`config.mk`:
```
export PLATFORM = sky130hd
export DESIGN_NAME = rmpc_top
export DESIGN_NICKNAME = d
export VERILOG_FILES = /design/src/verilog/rmpc_pkg.sv /design/src/verilog/rmpc_spi_port.sv /design/src/verilog/rmpc_top.sv
export SDC_FILE = /design/constraint.sdc
export NUM_CORES = 1
export LEC_CHECK = 0
export BUFFER_PORTS_ARGS = -buffer_cell sky130_fd_sc_hd__buf_2
export CAP_MARGIN = 0
export CORE_ASPECT_RATIO = 0.75
export CORE_UTILIZATION = 43
export CTS_CLUSTER_SIZE = 30
export DETAILED_ROUTE_END_ITERATION = 8
export GPL_ROUTABILITY_DRIVEN = 0
export PLACE_DENSITY = 0.62
export SETUP_SLACK_MARGIN = 0.3
export SKIP_CTS_REPAIR_TIMING = 1
export SLEW_MARGIN = 20
export SYNTH_ARGS = -nofsm -noshare
export SYNTH_HDL_FRONTEND = slang
export SYNTH_SLANG_ARGS = --single-unit
```
`constraint.sdc`:
```
create_clock -name I_CLOCK -period 3.5 [get_ports I_CLOCK]
set_clock_uncertainty 0.1 [all_clocks]
set_input_delay 0.7 -clock I_CLOCK [delete_from_list [all_inputs] [get_ports I_CLOCK]]
set_output_delay 0.7 -clock I_CLOCK [all_outputs]
set_load 0.05 [all_outputs]
```
`src/verilog/rmpc_pkg.sv`:
```
// constants, register map and state codes of the mode and polling
// controller; assumes a 25 MHz system clock
package rmpc_pkg;

	// ****************************************
	// register map
	// ****************************************
	localparam logic [7:0] ADDR_MODE_PRI = 8'h02;
	localparam logic [7:0] ADDR_MODE_SEC = 8'h03;
	localparam logic [7:0] ADDR_CFGA_MOD = 8'h21;
	localparam logic [7:0] ADDR_CFGB_MOD = 8'h42;
	localparam logic [7:0] ADDR_FOUND_CH = 8'h7F;

	localparam logic [7:0] RST_MODE_PRI  = 8'h40;
	localparam logic [7:0] RST_MODE_SEC  = 8'h00;
	localparam logic [7:0] RST_CFG_MOD   = 8'h04;
	localparam logic [1:0] RST_FOUND     = 2'h0;

	// ****************************************
	// field positions
	// ****************************************
	localparam int BIT_MODE_SEL   = 0;
	localparam int BIT_SLAVE_EN   = 1;
	localparam int BIT_DUAL_CFG   = 2;
	localparam int BIT_SLAVE_CFGB = 3;
	localparam int BIT_HOLD       = 6;
	localparam int CNT_LSB        = 2;
	localparam int MOD_LSB        = 0;

	localparam logic [1:0] CH_ONE = 2'h1;

	// ****************************************
	// timing
	// ****************************************
	localparam int CLK_PERIOD_NS  = 40;
	localparam int SETTLE_TIME_NS = 40000;
	localparam int SETTLE_CYCLES  =
		(SETTLE_TIME_NS + CLK_PERIOD_NS - 1) / CLK_PERIOD_NS;
	localparam int SETTLE_W       = $clog2(SETTLE_CYCLES + 1);
	localparam logic [SETTLE_W-1:0] SETTLE_LAST =
		SETTLE_W'(SETTLE_CYCLES - 1);
	localparam logic [SETTLE_W-1:0] SETTLE_FULL =
		SETTLE_W'(SETTLE_CYCLES);

	// ****************************************
	// serial port framing
	// ****************************************
	localparam logic [7:0] SPI_CMD_WRITE = 8'h02;
	localparam logic [4:0] SPI_CMD_BIT   = 5'h07;
	localparam logic [4:0] SPI_ADDR_BIT  = 5'h0F;
	localparam logic [4:0] SPI_DATA_BIT  = 5'h10;
	localparam logic [4:0] SPI_LAST_BIT  = 5'h17;
	localparam logic [4:0] SPI_END       = 5'h18;

	// ****************************************
	// controller states
	// ****************************************
	typedef enum logic [16:0] {
		ST_SLEEP       = 17'h00001,
		ST_STARTUP     = 17'h00002,
		ST_S_INIT      = 17'h00004,
		ST_SLAVE_RUN   = 17'h00008,
		ST_HOLD        = 17'h00010,
		ST_P_IDLE      = 17'h00020,
		ST_P_WAIT      = 17'h00040,
		ST_P_LOOP_INIT = 17'h00080,
		ST_P_MOD       = 17'h00100,
		ST_P_CFG_INIT  = 17'h00200,
		ST_P_LOAD      = 17'h00400,
		ST_P_SETTLE    = 17'h00800,
		ST_P_SEARCH    = 17'h01000,
		ST_P_STORE     = 17'h02000,
		ST_P_COMPARE   = 17'h04000,
		ST_P_INC       = 17'h08000,
		ST_P_RUN       = 17'h10000
	} rmpc_state_t;

endpackage

```
`src/verilog/rmpc_spi_port.sv`:
```
// serial register port: 24-bit frames of command, address, data
// assumes spi mode 0, msb first, sclk at most a eighth of the clock
`timescale 1ns/1ps
module rmpc_spi_port
	import rmpc_pkg::*;
(
	// clock and reset
	input  wire logic       i_clk,
	input  wire logic       i_rstn,
	// raw pins
	input  wire logic       i_sclk,
	input  wire logic       i_csn,
	input  wire logic       i_sdi,
	output logic            o_sdo,
	// register side
	output logic            o_wr_stb,
	output logic [7:0]      o_addr,
	output logic [7:0]      o_wdata,
	input  wire logic [7:0] i_rdata
);

	logic [2:0] sclk_q;
	logic [1:0] csn_q;
	logic [1:0] sdi_q;
	logic [4:0] bit_q;
	logic [7:0] shift_q;
	logic [7:0] cmd_q;
	logic [7:0] out_q;
	logic       load_q;
	logic       rise;
	logic       fall;
	logic [7:0] byte_in;

	// edges seen only past the second stage
	assign rise    = sclk_q[1] & ~sclk_q[2] & ~csn_q[1];
	assign fall    = ~sclk_q[1] & sclk_q[2] & ~csn_q[1];
	assign byte_in = {shift_q[6:0], sdi_q[1]};
	assign o_sdo   = out_q[7];

	// pin synchronisers
	always_ff @(posedge i_clk or negedge i_rstn)
	begin
		if (!i_rstn)
		begin
			sclk_q <= 3'h0;
			csn_q  <= 2'h3;
			sdi_q  <= 2'h0;
		end
		else
		begin
			sclk_q <= {sclk_q[1:0], i_sclk};
			csn_q  <= {csn_q[0], i_csn};
			sdi_q  <= {sdi_q[0], i_sdi};
		end
	end

	// frame shifter
	always_ff @(posedge i_clk or negedge i_rstn)
	begin
		if (!i_rstn)
		begin
			bit_q    <= 5'h00;
			shift_q  <= 8'h00;
			cmd_q    <= 8'h00;
			o_addr   <= 8'h00;
			o_wdata  <= 8'h00;
			o_wr_stb <= 1'b0;
			out_q    <= 8'h00;
			load_q   <= 1'b0;
		end
		else
		begin
			o_wr_stb <= 1'b0;
			load_q   <= 1'b0;
			if (csn_q[1])
				bit_q <= 5'h00;
			else if (rise && bit_q != SPI_END)
			begin
				shift_q <= byte_in;
				bit_q   <= bit_q + 5'h01;
				if (bit_q == SPI_CMD_BIT)
					cmd_q <= byte_in;
				if (bit_q == SPI_ADDR_BIT)
				begin
					o_addr <= byte_in;
					load_q <= 1'b1;
				end
				if (bit_q == SPI_LAST_BIT && cmd_q == SPI_CMD_WRITE)
				begin
					o_wdata  <= byte_in;
					o_wr_stb <= 1'b1;
				end
			end
			// read data leave on falling edges of the data byte
			if (load_q)
				out_q <= i_rdata;
			else if (fall && bit_q > SPI_DATA_BIT)
				out_q <= {out_q[6:0], 1'b0};
		end
	end

endmodule

```
`src/verilog/rmpc_top.sv`:
```
// mode controller and self-polling scheduler of the receiver
// assumes start-up sequencer, polling timer and wake-up search
// units on the same clock; registers reached over the serial port
`timescale 1ns/1ps
module rmpc_top
	import rmpc_pkg::*;
(
	// clock and reset
	input  wire logic       I_CLOCK,
	input  wire logic       I_RSTN,
	// serial register port
	input  wire logic       I_SPI_SCLK,
	input  wire logic       I_SPI_CSN,
	input  wire logic       I_SPI_SDI,
	output logic            O_SPI_SDO,
	// polling timer and start-up sequencer
	input  wire logic       I_RX_RUN,
	input  wire logic       I_STARTUP_DONE,
	output logic            O_STARTUP_REQ,
	// wake-up search unit
	input  wire logic       I_SEARCH_DONE,
	input  wire logic       I_WAKEUP_FOUND,
	output logic            O_SEARCH_START,
	// receiver control
	output logic            O_RF_POWER_ON,
	output logic            O_OSC_HIGH_PREC,
	output logic            O_RX_INIT,
	output logic            O_SYNTH_LOAD,
	output logic [1:0]      O_SYNTH_CHANNEL,
	output logic            O_CONFIG_B,
	output logic [1:0]      O_MOD_TYPE,
	// mode status
	output logic            O_SLAVE_RUN,
	output logic            O_HOLD_ACTIVE,
	output logic            O_SELF_POLL_RUN,
	output logic [1:0]      O_FOUND_CHANNEL
);

	// ****************************************
	// register port
	// ****************************************
	logic              wr_stb;
	logic [7:0]        wr_addr;
	logic [7:0]        wr_data;
	logic [7:0]        rd_data;
	logic              sdo;
	logic [7:0]        mode_pri_q;
	logic [7:0]        mode_sec_q;
	logic [7:0]        cfga_q;
	logic [7:0]        cfgb_q;
	logic [1:0]        found_q;
	logic [1:0]        found_d;
	logic              cfg_wr;

	rmpc_spi_port u_spi (
		.i_clk   (I_CLOCK),
		.i_rstn  (I_RSTN),
		.i_sclk  (I_SPI_SCLK),
		.i_csn   (I_SPI_CSN),
		.i_sdi   (I_SPI_SDI),
		.o_sdo   (sdo),
		.o_wr_stb(wr_stb),
		.o_addr  (wr_addr),
		.o_wdata (wr_data),
		.i_rdata (rd_data)
	);

	// only the found channel reads back, rest zero
	assign rd_data = (wr_addr == ADDR_FOUND_CH) ?
		{6'h00, found_q} : 8'h00;
	assign cfg_wr  = wr_stb && (wr_addr == ADDR_MODE_PRI ||
		wr_addr == ADDR_MODE_SEC || wr_addr == ADDR_CFGA_MOD ||
		wr_addr == ADDR_CFGB_MOD);

	// write-only configuration registers
	always_ff @(posedge I_CLOCK or negedge I_RSTN)
	begin
		if (!I_RSTN)
		begin
			mode_pri_q <= RST_MODE_PRI;
			mode_sec_q <= RST_MODE_SEC;
			cfga_q     <= RST_CFG_MOD;
			cfgb_q     <= RST_CFG_MOD;
		end
		else if (wr_stb)
		begin
			if (wr_addr == ADDR_MODE_PRI)
				mode_pri_q <= wr_data;
			if (wr_addr == ADDR_MODE_SEC)
				mode_sec_q <= wr_data;
			if (wr_addr == ADDR_CFGA_MOD)
				cfga_q <= wr_data;
			if (wr_addr == ADDR_CFGB_MOD)
				cfgb_q <= wr_data;
		end
	end

	// ****************************************
	// mode decode
	// ****************************************
	rmpc_state_t       state_q;
	rmpc_state_t       state_d;
	logic              want_poll;
	logic              want_slave;
	logic              want_sleep;
	logic              hold_bit;
	logic              dual;
	logic              slave_grp;
	logic              poll_grp;
	logic              scan_grp;
	logic              cfg_b_q;
	logic              cfg_b_d;
	logic              use_b;
	logic [7:0]        sel_cfg;
	logic [1:0]        count;
	logic [1:0]        chan_q;
	logic [1:0]        chan_d;
	logic              last_chan;
	logic [SETTLE_W-1:0] settle_q;
	logic [SETTLE_W-1:0] age_q;
	logic              aged;

	assign want_poll  = mode_pri_q[BIT_MODE_SEL];
	// slave enable only counts in slave mode
	assign want_slave = !want_poll && mode_pri_q[BIT_SLAVE_EN];
	assign want_sleep = !want_poll && !mode_pri_q[BIT_SLAVE_EN];
	assign hold_bit   = mode_sec_q[BIT_HOLD];
	assign dual       = mode_pri_q[BIT_DUAL_CFG];
	assign aged       = (age_q == SETTLE_FULL);

	assign slave_grp = (state_q == ST_STARTUP) ||
		(state_q == ST_S_INIT) || (state_q == ST_SLAVE_RUN) ||
		(state_q == ST_HOLD);
	assign scan_grp  = (state_q == ST_P_WAIT) ||
		(state_q == ST_P_LOOP_INIT) || (state_q == ST_P_MOD) ||
		(state_q == ST_P_CFG_INIT) || (state_q == ST_P_LOAD) ||
		(state_q == ST_P_SETTLE) || (state_q == ST_P_SEARCH) ||
		(state_q == ST_P_COMPARE) || (state_q == ST_P_INC);
	assign poll_grp  = scan_grp || (state_q == ST_P_IDLE) ||
		(state_q == ST_P_STORE) || (state_q == ST_P_RUN);

	// config B in the second pass of a dual loop, or in slave mode from the slave config B bit
	assign use_b     = want_poll ? cfg_b_q :
		mode_pri_q[BIT_SLAVE_CFGB];
	assign sel_cfg   = use_b ? cfgb_q : cfga_q;
	// count taken from the active configuration
	assign count     = sel_cfg[CNT_LSB +: 2];
	assign last_chan = (chan_q >= count);

	// ****************************************
	// state machine
	// ****************************************
	always_comb
	begin
		state_d = state_q;
		unique case (state_q)
			ST_SLEEP:
				if (want_slave)
					state_d = ST_STARTUP;
				else if (want_poll)
					state_d = ST_P_IDLE;
			ST_STARTUP:
				if (I_STARTUP_DONE)
					state_d = ST_S_INIT;
			ST_S_INIT:
				state_d = ST_SLAVE_RUN;
			ST_SLAVE_RUN:
				if (hold_bit)
					state_d = ST_HOLD;
			ST_HOLD:
				if (!hold_bit && aged)
					state_d = ST_S_INIT;
			ST_P_IDLE:
				if (I_RX_RUN)
					state_d = ST_P_WAIT;
			ST_P_WAIT:
				if (I_STARTUP_DONE)
					state_d = ST_P_LOOP_INIT;
			ST_P_LOOP_INIT:
				state_d = ST_P_MOD;
			ST_P_MOD:
				state_d = ST_P_CFG_INIT;
			ST_P_CFG_INIT:
				state_d = ST_P_LOAD;
			ST_P_LOAD:
				state_d = ST_P_SETTLE;
			ST_P_SETTLE:
				if (settle_q == '0)
					state_d = ST_P_SEARCH;
			ST_P_SEARCH:
				if (I_SEARCH_DONE)
					state_d = I_WAKEUP_FOUND ? ST_P_STORE :
						ST_P_COMPARE;
			ST_P_STORE:
				state_d = ST_P_RUN;
			ST_P_COMPARE:
				// end of loop or next channel
				if (!last_chan)
					state_d = ST_P_INC;
				else if (dual && !cfg_b_q)
					state_d = ST_P_LOOP_INIT;
				else
					state_d = ST_P_IDLE;
			ST_P_INC:
				state_d = ST_P_LOAD;
			ST_P_RUN:
				state_d = ST_P_RUN;
			default:
				state_d = ST_SLEEP;
		endcase
		// timer off time ends a scan
		if (scan_grp && !I_RX_RUN)
			state_d = ST_P_IDLE;
		if ((slave_grp && !want_slave) || (poll_grp && !want_poll))
			state_d = ST_SLEEP;
	end

	assign cfg_b_d = (state_q == ST_P_COMPARE &&
		state_d == ST_P_LOOP_INIT) ? 1'b1 :
		(state_d == ST_P_IDLE || state_d == ST_SLEEP) ? 1'b0 :
		cfg_b_q;

	assign chan_d = (state_d == ST_P_LOOP_INIT ||
		state_d == ST_S_INIT) ? CH_ONE :
		(state_q == ST_P_INC) ? chan_q + 2'h1 : chan_q;

	// store channel; channel three is 11b
	assign found_d = (state_q == ST_P_STORE) ? chan_q : found_q;

	// state, loop and found-channel registers
	always_ff @(posedge I_CLOCK or negedge I_RSTN)
	begin
		if (!I_RSTN)
		begin
			state_q <= ST_SLEEP;
			cfg_b_q <= 1'b0;
			chan_q  <= CH_ONE;
			found_q <= RST_FOUND;
		end
		else
		begin
			state_q <= state_d;
			cfg_b_q <= cfg_b_d;
			chan_q  <= chan_d;
			found_q <= found_d;
		end
	end

	// settle counter loaded with each channel
	always_ff @(posedge I_CLOCK or negedge I_RSTN)
	begin
		if (!I_RSTN)
			settle_q <= '0;
		else if (state_q == ST_P_LOAD)
			settle_q <= SETTLE_LAST;
		else if (state_q == ST_P_SETTLE && settle_q != '0)
			settle_q <= settle_q - 1'b1;
	end

	always_ff @(posedge I_CLOCK or negedge I_RSTN)
	begin
		if (!I_RSTN)
			age_q <= SETTLE_FULL;
		else if (cfg_wr)
			age_q <= '0;
		else if (!aged)
			age_q <= age_q + 1'b1;
	end

	// ****************************************
	// outputs
	// ****************************************
	always_ff @(posedge I_CLOCK or negedge I_RSTN)
	begin
		if (!I_RSTN)
		begin
			O_SPI_SDO       <= 1'b0;
			O_STARTUP_REQ   <= 1'b0;
			O_SEARCH_START  <= 1'b0;
			O_RF_POWER_ON   <= 1'b0;
			O_OSC_HIGH_PREC <= 1'b0;
			O_RX_INIT       <= 1'b0;
			O_SYNTH_LOAD    <= 1'b0;
			O_SYNTH_CHANNEL <= CH_ONE;
			O_CONFIG_B      <= 1'b0;
			O_MOD_TYPE      <= RST_CFG_MOD[MOD_LSB +: 2];
			O_SLAVE_RUN     <= 1'b0;
			O_HOLD_ACTIVE   <= 1'b0;
			O_SELF_POLL_RUN <= 1'b0;
			O_FOUND_CHANNEL <= RST_FOUND;
		end
		else
		begin
			O_SPI_SDO       <= sdo;
			O_STARTUP_REQ   <= (state_d == ST_STARTUP) ||
				(state_d == ST_P_WAIT);
			O_SEARCH_START  <= (state_d == ST_P_SEARCH) &&
				(state_q != ST_P_SEARCH);
			O_RF_POWER_ON   <= (state_d != ST_SLEEP);
			O_OSC_HIGH_PREC <= (state_d != ST_SLEEP);
			O_RX_INIT       <= (state_d == ST_S_INIT) ||
				(state_d == ST_P_CFG_INIT);
			O_SYNTH_LOAD    <= (state_d == ST_S_INIT) ||
				(state_d == ST_P_LOAD);
			O_SYNTH_CHANNEL <= chan_d;
			O_CONFIG_B      <= want_poll ? cfg_b_d :
				mode_pri_q[BIT_SLAVE_CFGB];
			if (state_d == ST_P_MOD || state_d == ST_S_INIT)
				O_MOD_TYPE <= (want_poll ? cfg_b_d : use_b) ?
					cfgb_q[MOD_LSB +: 2] : cfga_q[MOD_LSB +: 2];
			O_SLAVE_RUN     <= (state_d == ST_SLAVE_RUN);
			O_HOLD_ACTIVE   <= (state_d == ST_HOLD);
			O_SELF_POLL_RUN <= (state_d == ST_P_RUN);
			O_FOUND_CHANNEL <= found_d;
		end
	end

	logic [SETTLE_W-1:0] seen_q;

	// cycles spent settling, for the settle check
	always_ff @(posedge I_CLOCK or negedge I_RSTN)
	begin
		if (!I_RSTN)
			seen_q <= '0;
		else if (state_q == ST_P_SETTLE)
			seen_q <= seen_q + 1'b1;
		else
			seen_q <= '0;
	end
endmodule

```
### Word level (Yosys, flattened, before mapping)

Index checks and enable logic that the tools add are counted.

* output and inout port bits: 17
* logic and storage cells: 186
* register bits after elaboration: 125
* input port bits: 9

* equal/unequal tests: 44
* bitwise logic cells: 7
* reduce and logical (&&, ||, !) cells: 58
* mux-type cells: 39
* order comparisons: 2
* add/sub/neg operators: 4

Operator list (count)
* one-hot mux 17 bit (15 select lines): 1
* two-way mux 17 bit: 11
* two-way mux 10 bit: 4
* equality test 17 x 1 -> 1 bit, second input constant: 2
* equality test 17 x 10 -> 1 bit, second input constant: 2
* equality test 17 x 11 -> 1 bit, second input constant: 2
* equality test 17 x 13 -> 1 bit, second input constant: 2
* equality test 17 bit, second input constant: 2
* equality test 17 x 2 -> 1 bit, second input constant: 2
* equality test 17 x 3 -> 1 bit, second input constant: 2
* equality test 17 x 4 -> 1 bit, second input constant: 2
* equality test 17 x 5 -> 1 bit, second input constant: 2
* equality test 17 x 6 -> 1 bit, second input constant: 2
* equality test 17 x 7 -> 1 bit, second input constant: 2
* equality test 17 x 8 -> 1 bit, second input constant: 2
* equality test 17 x 9 -> 1 bit, second input constant: 2
* equality test 8 x 2 -> 1 bit, second input constant: 3
* logical OR 1 bit: 24
* two-way mux 8 bit: 3
* equality test 17 x 12 -> 1 bit, second input constant: 1
* equality test 17 x 14 -> 1 bit, second input constant: 1
* equality test 17 x 15 -> 1 bit, second input constant: 1
* equality test 17 x 16 -> 1 bit, second input constant: 1
* != test 17 x 1 -> 1 bit, second input constant: 1
* other kinds (31): 77

### Depth between registers and ports, before layout

* word-level depth: 21
* gate-level depth with buffers: 12
* depth with buffers taken out: 11

### Hierarchy

From an unflattened synthesis, not the netlist that was laid out.

* cell total of the unflattened synthesis: 532
* area total of the unflattened synthesis: 5836.8 um^2

By module, submodules not included
* rmpc_top: cells an instance 386, sequential area each 1689.1 um^2, area each 3748.6 um^2, instances 1
* rmpc_spi_port: cells an instance 146, sequential area each 1328.8 um^2, area each 2088.3 um^2, instances 1

### Least setup slack after synthesis

No wires, ideal clock.

* path kind: register -> register
* from: register mode_pri_q[0]
* to: register O_MOD_TYPE[0]
* slack: 0.630 ns
* stages on the path, launching flop included: 13
* buffers on the path: 2
* required time: 3.271 ns
* period minus slack after synthesis: 2.870 ns
* arrival time: 2.641 ns
* setup time: 0.129 ns
* cell sequence: dfrtp_1 buf_2 clkbuf_1 a21oi_1 mux2_2 ha_1 nand2b_1 a21oi_1 nor3_1 nor3_1 o211ai_1 o211ai_1 nand3_1

* word-level cells in the longest chain between the ends: 13
* elaborated cells on any way between the ends: 27
* those cells by class: 1 x order compare; 5 x eq/ne; 12 x mux; 9 x reduce/logical

Ends and longest elaborated chain
* start, declared: RTL line rmpc_top.sv:47 `logic [7:0] mode_pri_q;`
* start signal, assigned: RTL line rmpc_top.sv:88 `mode_pri_q <= wr_data;`
* two-way mux 1 bit: RTL line rmpc_top.sv:143 `assign use_b = want_poll ? cfg_b_q :`
* two-way mux 4 bit: RTL line rmpc_top.sv:145 `assign sel_cfg = use_b ? cfgb_q : cfga_q;`
* greater-or-equal comparator 2 bit: RTL line rmpc_top.sv:148 `assign last_chan = (chan_q >= count);`
* two-way mux 16 bit: RTL line rmpc_top.sv:198 `if (!last_chan)`
* one-hot mux 17 bit (15 select lines): RTL line rmpc_top.sv:156 `unique case (state_q)`
* two-way mux 17 bit: RTL line rmpc_top.sv:212 `if (scan_grp && !I_RX_RUN)`
* two-way mux 17 bit: RTL line rmpc_top.sv:214 `if ((slave_grp && !want_slave) || (poll_grp && !want_poll))`
* equality test 17 x 6 -> 1 bit or equality test 17 x 1 -> 1 bit (tied branches): RTL line rmpc_top.sv:220 `(state_d == ST_P_IDLE || state_d == ST_SLEEP) ? 1'b0 :`
* logical OR 1 bit: RTL line rmpc_top.sv:220
* two-way mux 1 bit: RTL line rmpc_top.sv:220
* two-way mux 1 bit: RTL line rmpc_top.sv:219 `state_d == ST_P_LOOP_INIT) ? 1'b1 :`
* two-way mux 1 bit: RTL line rmpc_top.sv:309 `O_MOD_TYPE <= (want_poll ? cfg_b_d : use_b) ?`
* two-way mux 2 bit: RTL line rmpc_top.sv:309
* end signal, assigned: RTL line rmpc_top.sv:286 `O_MOD_TYPE <= RST_CFG_MOD[MOD_LSB +: 2];`
* end signal, assigned: RTL line rmpc_top.sv:309
* end, declared: RTL line rmpc_top.sv:31 `output logic [1:0] O_MOD_TYPE,`

Parallel ways exist; a longest one is shown, timed or not.
A chain may end at the register's enable or synchronous reset.

### Worst setup path in the final report

* from: register state_q[4]
* to: register state_q[10]

* word-level cells in the longest chain between the ends: 15
* elaborated cells on any way between the ends: 40
* those cells by class: 17 x eq/ne; 3 x mux; 20 x reduce/logical

Ends and longest elaborated chain
* start, declared: RTL line rmpc_top.sv:101 `rmpc_state_t state_q;`
* start signal, assigned: RTL line rmpc_top.sv:242 `state_q <= state_d;`
* equality test 17 x 7 -> 1 bit or equality test 17 x 8 -> 1 bit (tied branches): RTL line rmpc_top.sv:134, rmpc_top.sv:156, rmpc_top.sv:135
* logical OR 1 bit: RTL line rmpc_top.sv:134 `assign scan_grp = (state_q == ST_P_WAIT) ||`
* logical OR 1 bit (2 in series): RTL line rmpc_top.sv:135 `(state_q == ST_P_LOOP_INIT) || (state_q == ST_P_MOD) ||`
* logical OR 1 bit (2 in series): RTL line rmpc_top.sv:136 `(state_q == ST_P_CFG_INIT) || (state_q == ST_P_LOAD) ||`
* logical OR 1 bit (2 in series): RTL line rmpc_top.sv:137 `(state_q == ST_P_SETTLE) || (state_q == ST_P_SEARCH) ||`
* logical OR 1 bit: RTL line rmpc_top.sv:138 `(state_q == ST_P_COMPARE) || (state_q == ST_P_INC);`
* logical OR 1 bit (2 in series): RTL line rmpc_top.sv:139 `assign poll_grp = scan_grp || (state_q == ST_P_IDLE) ||`
* logical OR 1 bit: RTL line rmpc_top.sv:140 `(state_q == ST_P_STORE) || (state_q == ST_P_RUN);`
* logical AND 1 bit: RTL line rmpc_top.sv:214
* logical OR 1 bit: RTL line rmpc_top.sv:214
* two-way mux 17 bit *: RTL line rmpc_top.sv:214
* via state_d[10]: RTL line rmpc_top.sv:102 `rmpc_state_t state_d;`

Mark *: on every way through the listed nets, which the timed path passes. The rest lies on a longest branch.

==> results.txt <==
----------------------------------------------------
[Outcome]
  Status ... completed

[Clock network]
  CTS clock-pin slew for the worst setup and hold paths ... 0.06 ns
  Inserted Clock Buffers ... 17
  Clk Latency, worst-skew pair ... 0.43 ns
  Clock Sinks ... 117
  CTS tree ... done
  Max Buffers Root-to-Sink ... 2
  Root Driver ... sky130_fd_sc_hd__clkbuf_16
  Htree depth ... 4

[Power]
  Combinational share of power ... approximately 2.4%
  Worst vdd rail ir drop ... 0.0003796 V
  Power density cells ... 462.3 nW/um2
  Proportion of total power due to net switching ... 23.86%
  Net switching power figure ... 0.7471 mW
  Cell-internal power ... 2.384 mW
  Post-layout power ... 3.131 mW
  Static Leakage ... approximately 3.2 nW
  Sequential share of power ... 45.1%
  Power share of the clock group ... 52.6%

[Floorplan]
  Chip height ... 103.0 um
  Number of ports placed on the die boundary ... 26
  Initial Utilization ... 44.50%
  Die area ... 14090 um2
  Horizontal die dimension ... 136.7 um
  Floorplan row count ... 36
  Placeable core area ... around 13000 um2

[Global routing]
  Vias in the first global route ... between 4000 and 5000
  Met3 Use GR ... 6.785%
  Pin count of the biggest net entering global routing ... 76
  M2 GR Usage ... between 20% and 30%
  Global-route wire length before repair ... 22060 um
  Met1 track demand over resource in global routing ... 30.22%
  All-Layer GR Usage ... 20.96%
  Grt total ovfl ... 0
  Most used routing layer in global routing ... met1
  Antenna violations before repair ... 0

[Timing]
  Worst path setup slack after routing ... approximately 0.45 ns
  Measured slew at the worst slew-check pin ... slightly above 0.9 ns
  Final hold slack ... 0.1818 ns
  Final critical delay including setup and external delays ... 3.053 ns
  Final-layout setup total negative slack ... 0 ns
  Max transition margin ... 38.13%
  Highest Clock Rate ... 327.5 MHz
  Share of the clock period used by the worst path after layout ... 87.23%
  Setup repair after global routing missed its margin ... no
  Count of endpoints failing setup in the final report ... 0
  Count of final hold-check violations ... 0
  Max-slew violation total from the final report ... 0

[Worst setup path]
  Type of the worst setup path ... flop to flop
  Cells along the critical path ... nor4_1 -> nand4_1 -> or4_1 -> and4_4 -> a21oi_2 -> and4_1
  Worst path top cell family by delay ... simple AND/OR/NAND/NOR gates
  Kind of end point of the critical path ... flop
  WP data required ... 3.76 ns
  CP Launch Type ... flop
  Number of buffer and inverter instances along the worst setup path ... 0
  Maximum fanout along the worst path ... 10
  Maximum single-stage delay on the critical path ... 0.61 ns
  Cell with the largest stage delay on the worst path ... sky130_fd_sc_hd__or4_1
  Worst path arrival time ... 3.31 ns

[Yosys]
  Main combinational cell family by area after synthesis ... simple AND/OR/NAND/NOR gates
  Post-Synth Adder-Cell Area ... between 1.5 and 2%
  Proportion of synthesized area in mux cells ... 6.734%
  Sequential element share of the synthesized area ... approximately 50%
  Number of flip-flops and latches in the synthesized netlist ... 117
  Post-synthesis share of cell area spent on xor and xnor gates ... 2.993%
  Most frequently used flop master after synthesis ... sky130_fd_sc_hd__dfrtp_1
  Synth unique cells ... 73
  Post-synthesis instance area ... 5853 um2
  Number of synthesis warnings ... 0
  Area fraction in compound gates after synthesis ... a little under a tenth
  Synth Net Count ... 581
  Count of flip-flops with a built-in enable after synthesis ... 0
  Async set-or-reset flop fraction in the synthesized netlist ... 100.0%
  Synthesized area divided by synthesized cell count ... 10.38 um2
  Post-synthesis instance total ... 564
  Simple-Gate Fraction of Synth Area ... 26.12%

[Job]
  Maxcap violations ... 0

[Worst hold path]
  Hold Crit Class ... input port to asynchronous set/reset pin

[Routing]
  1st-iter DRT viols ... 481
  Antenna Nets Post-Route ... 0
  Number of vias in the routed layout ... 4524
  Post-detailed-route wirelength per cell ... 16.96 um
  Detailed-route DRC error count ... 0
  Total Wirelength ... 13350 um
  Via count normalized by instance count ... 5.748
  Detailed Routing Iterations Pass 1 ... 5

[Place]
  Post-Place Cells ... 755
  Detailed placement HPWL ... 9346 um
  Total of buffers placed on input and output ports ... 25
  Pre-CTS WS ... 0.4690 ns

[Final layout]
  Area added between synthesis and finish ... 15.71%
  Filler cell count in the final layout ... between 1000 and 1500
  Non-filler cells in the finished layout ... 787
  Final net count ... 620
  Proportion of layout cells with a drive suffix above 1 ... 21.75%
  Number of antenna diodes ... 0

----------------------------------------------------
## Yosys cell counts (3+ instances only)
library cell / count / share of area (%)
sky130_fd_sc_hd__and4_1: 4 / 0.60
sky130_fd_sc_hd__nand4b_1: 6 / 0.90
sky130_fd_sc_hd__o2111ai_1: 4 / 0.60
sky130_fd_sc_hd__o21ai_0: 13 / 1.1
sky130_fd_sc_hd__nand2b_1: 10 / 1.1
sky130_fd_sc_hd__nand2_1: 80 / 5.1
sky130_fd_sc_hd__and3_1: 7 / 0.75
sky130_fd_sc_hd__dfstp_2: 12 / 5.4
sky130_fd_sc_hd__nand4_1: 8 / 0.86
sky130_fd_sc_hd__or3_1: 4 / 0.43
sky130_fd_sc_hd__mux2_2: 27 / 5.2
sky130_fd_sc_hd__nor2b_1: 10 / 1.1
sky130_fd_sc_hd__nor3_2: 3 / 0.51
sky130_fd_sc_hd__buf_2: 5 / 0.43
sky130_fd_sc_hd__nor2_1: 52 / 3.3
sky130_fd_sc_hd__nor4_1: 11 / 1.2
sky130_fd_sc_hd__inv_1: 18 / 1.2
sky130_fd_sc_hd__nor3_1: 17 / 1.5
sky130_fd_sc_hd__a21oi_1: 13 / 1.1
sky130_fd_sc_hd__o21ai_1: 3 / 0.26
sky130_fd_sc_hd__ha_1: 8 / 1.7
sky130_fd_sc_hd__nand3_1: 18 / 1.5
sky130_fd_sc_hd__dfrtp_1: 105 / 45
sky130_fd_sc_hd__o211ai_1: 4 / 0.51
sky130_fd_sc_hd__clkbuf_1: 7 / 0.45
sky130_fd_sc_hd__xor2_1: 11 / 1.6
sky130_fd_sc_hd__o31ai_1: 5 / 0.64
sky130_fd_sc_hd__xnor2_1: 9 / 1.3
sky130_fd_sc_hd__or4_1: 9 / 1.2
sky130_fd_sc_hd__and2_1: 6 / 0.64
sky130_fd_sc_hd__o41ai_1: 3 / 0.45
sky130_fd_sc_hd__a2111oi_0: 3 / 0.45
sky130_fd_sc_hd__mux2i_1: 9 / 1.5
sky130_fd_sc_hd__nor4_4: 5 / 1.8
sky130_fd_sc_hd__or4_4: 4 / 0.77
## path summary, 6_finish.rpt
kind	startpoint	to	slack, ns	depth (start not counted)
min in group I_CLOCK	u_spi.sdi_q[0]	u_spi.sdi_q[1]	0.25	0
max in group asynchronous	I_RSTN	u_spi.csn_q[1]	2.31	2
worst max-delay path	state_q[4]	state_q[10]	0.45	6
worst min register to register	u_spi.sdi_q[0]	u_spi.sdi_q[1]	0.25	0
worst min-delay path	I_RSTN	O_OSC_HIGH_PREC	0.18	1
worst max register to register	state_q[4]	state_q[10]	0.45	6
## power by group through the flow
stage | combinational [mW] | sequential [mW] | clock [mW]
final | 0.0742 | 1.41 | 1.65
after global routing | 0.0863 | 1.41 | 1.75
after CTS | 0.0771 | 1.41 | 1.68
after detailed placement | 0.0768 | 1.43 | 0
after global placement | 0.0740 | 1.43 | 0
after floorplan | 0.0278 | 1.43 | 0
## per-layer routing
metal | wire, um | vias to the layer above
met3 | 1043 | 29
met5 | 0 | -
li1 | - | 2130
met4 | 280 | 0
met2 | 5437 | 189
met1 | 6584 | 2176
## cells by family after synthesis
family                   after synthesis
buffers and inverters                 36
AND/OR/NAND/NOR                      272
adder cells (fa/ha/maj)                8
XOR/XNOR                              20
multiplexers                          36
flip-flops                           117
AO/OA/AOI/OAI                         75
## sequential cells by signal, indices dropped and copies added, names as in the netlist, 2 cells and up
register	cells
u_spi.shift_q	7
cfgb_q	4
u_spi.sclk_q	3
settle_q	10
state_q	17
u_spi.bit_q	5
u_spi.cmd_q	8
u_spi.csn_q	2
O_MOD_TYPE	2
u_spi.o_wdata	5
age_q	10
u_spi.sdi_q	2
u_spi.o_addr	8
O_FOUND_CHANNEL	2
cfga_q	4
u_spi.out_q	8
mode_pri_q	4
O_SYNTH_CHANNEL	2
## layout by cell type (no fill, tap or decap), types with 5 or more instances in the layout
master,netlist,layout
sky130_fd_sc_hd__dfrtp_1,105,105
sky130_fd_sc_hd__nand2_1,80,80
sky130_fd_sc_hd__nor2_1,52,52
sky130_fd_sc_hd__mux2_2,27,27
sky130_fd_sc_hd__buf_2,5,24
sky130_fd_sc_hd__inv_1,18,18
sky130_fd_sc_hd__nand3_1,18,18
sky130_fd_sc_hd__clkbuf_16,0,17
sky130_fd_sc_hd__nor3_1,17,16
sky130_fd_sc_hd__a21oi_1,13,13
sky130_fd_sc_hd__o21ai_0,13,13
sky130_fd_sc_hd__dfstp_2,12,12
sky130_fd_sc_hd__xor2_1,11,11
sky130_fd_sc_hd__buf_4,2,11
sky130_fd_sc_hd__nor2b_1,10,10
sky130_fd_sc_hd__nor4_1,11,10
sky130_fd_sc_hd__nand2b_1,10,10
sky130_fd_sc_hd__mux2i_1,9,9
sky130_fd_sc_hd__or4_1,9,9
sky130_fd_sc_hd__xnor2_1,9,9
sky130_fd_sc_hd__nand4_1,8,8
sky130_fd_sc_hd__ha_1,8,8
sky130_fd_sc_hd__and3_1,7,7
sky130_fd_sc_hd__nand4b_1,6,6
sky130_fd_sc_hd__and2_1,6,6
sky130_fd_sc_hd__nor4_4,5,5
sky130_fd_sc_hd__o31ai_1,5,5
## per-stage QoR
stage                     cell area [um2]  util, %
after detailed placement             6201    47.15
after global placement               6201    47.15
final                                6773    51.49
after global routing                 6773    51.49
after CTS                            6760    51.40
after floorplan                      5853        -
## area by class of cell
| type | count | area [um2] | area share (%) |
|---|---|---|---|
| Sequential cell | 117 | 2943 | 43.45 |
| Multi-Input combinational cell | 411 | 2759 | 40.74 |
| Clock buffer | 19 | 432.9 | 6.392 |
| Timing Repair Buffer | 36 | 222.7 | 3.288 |
| Tap cell | 171 | 214.0 | 3.159 |
| Clock inverter | 13 | 126.4 | 1.866 |
| Inverter | 20 | 75.07 | 1.108 |
No activity file was read; power rests on OpenSTA's default activity.
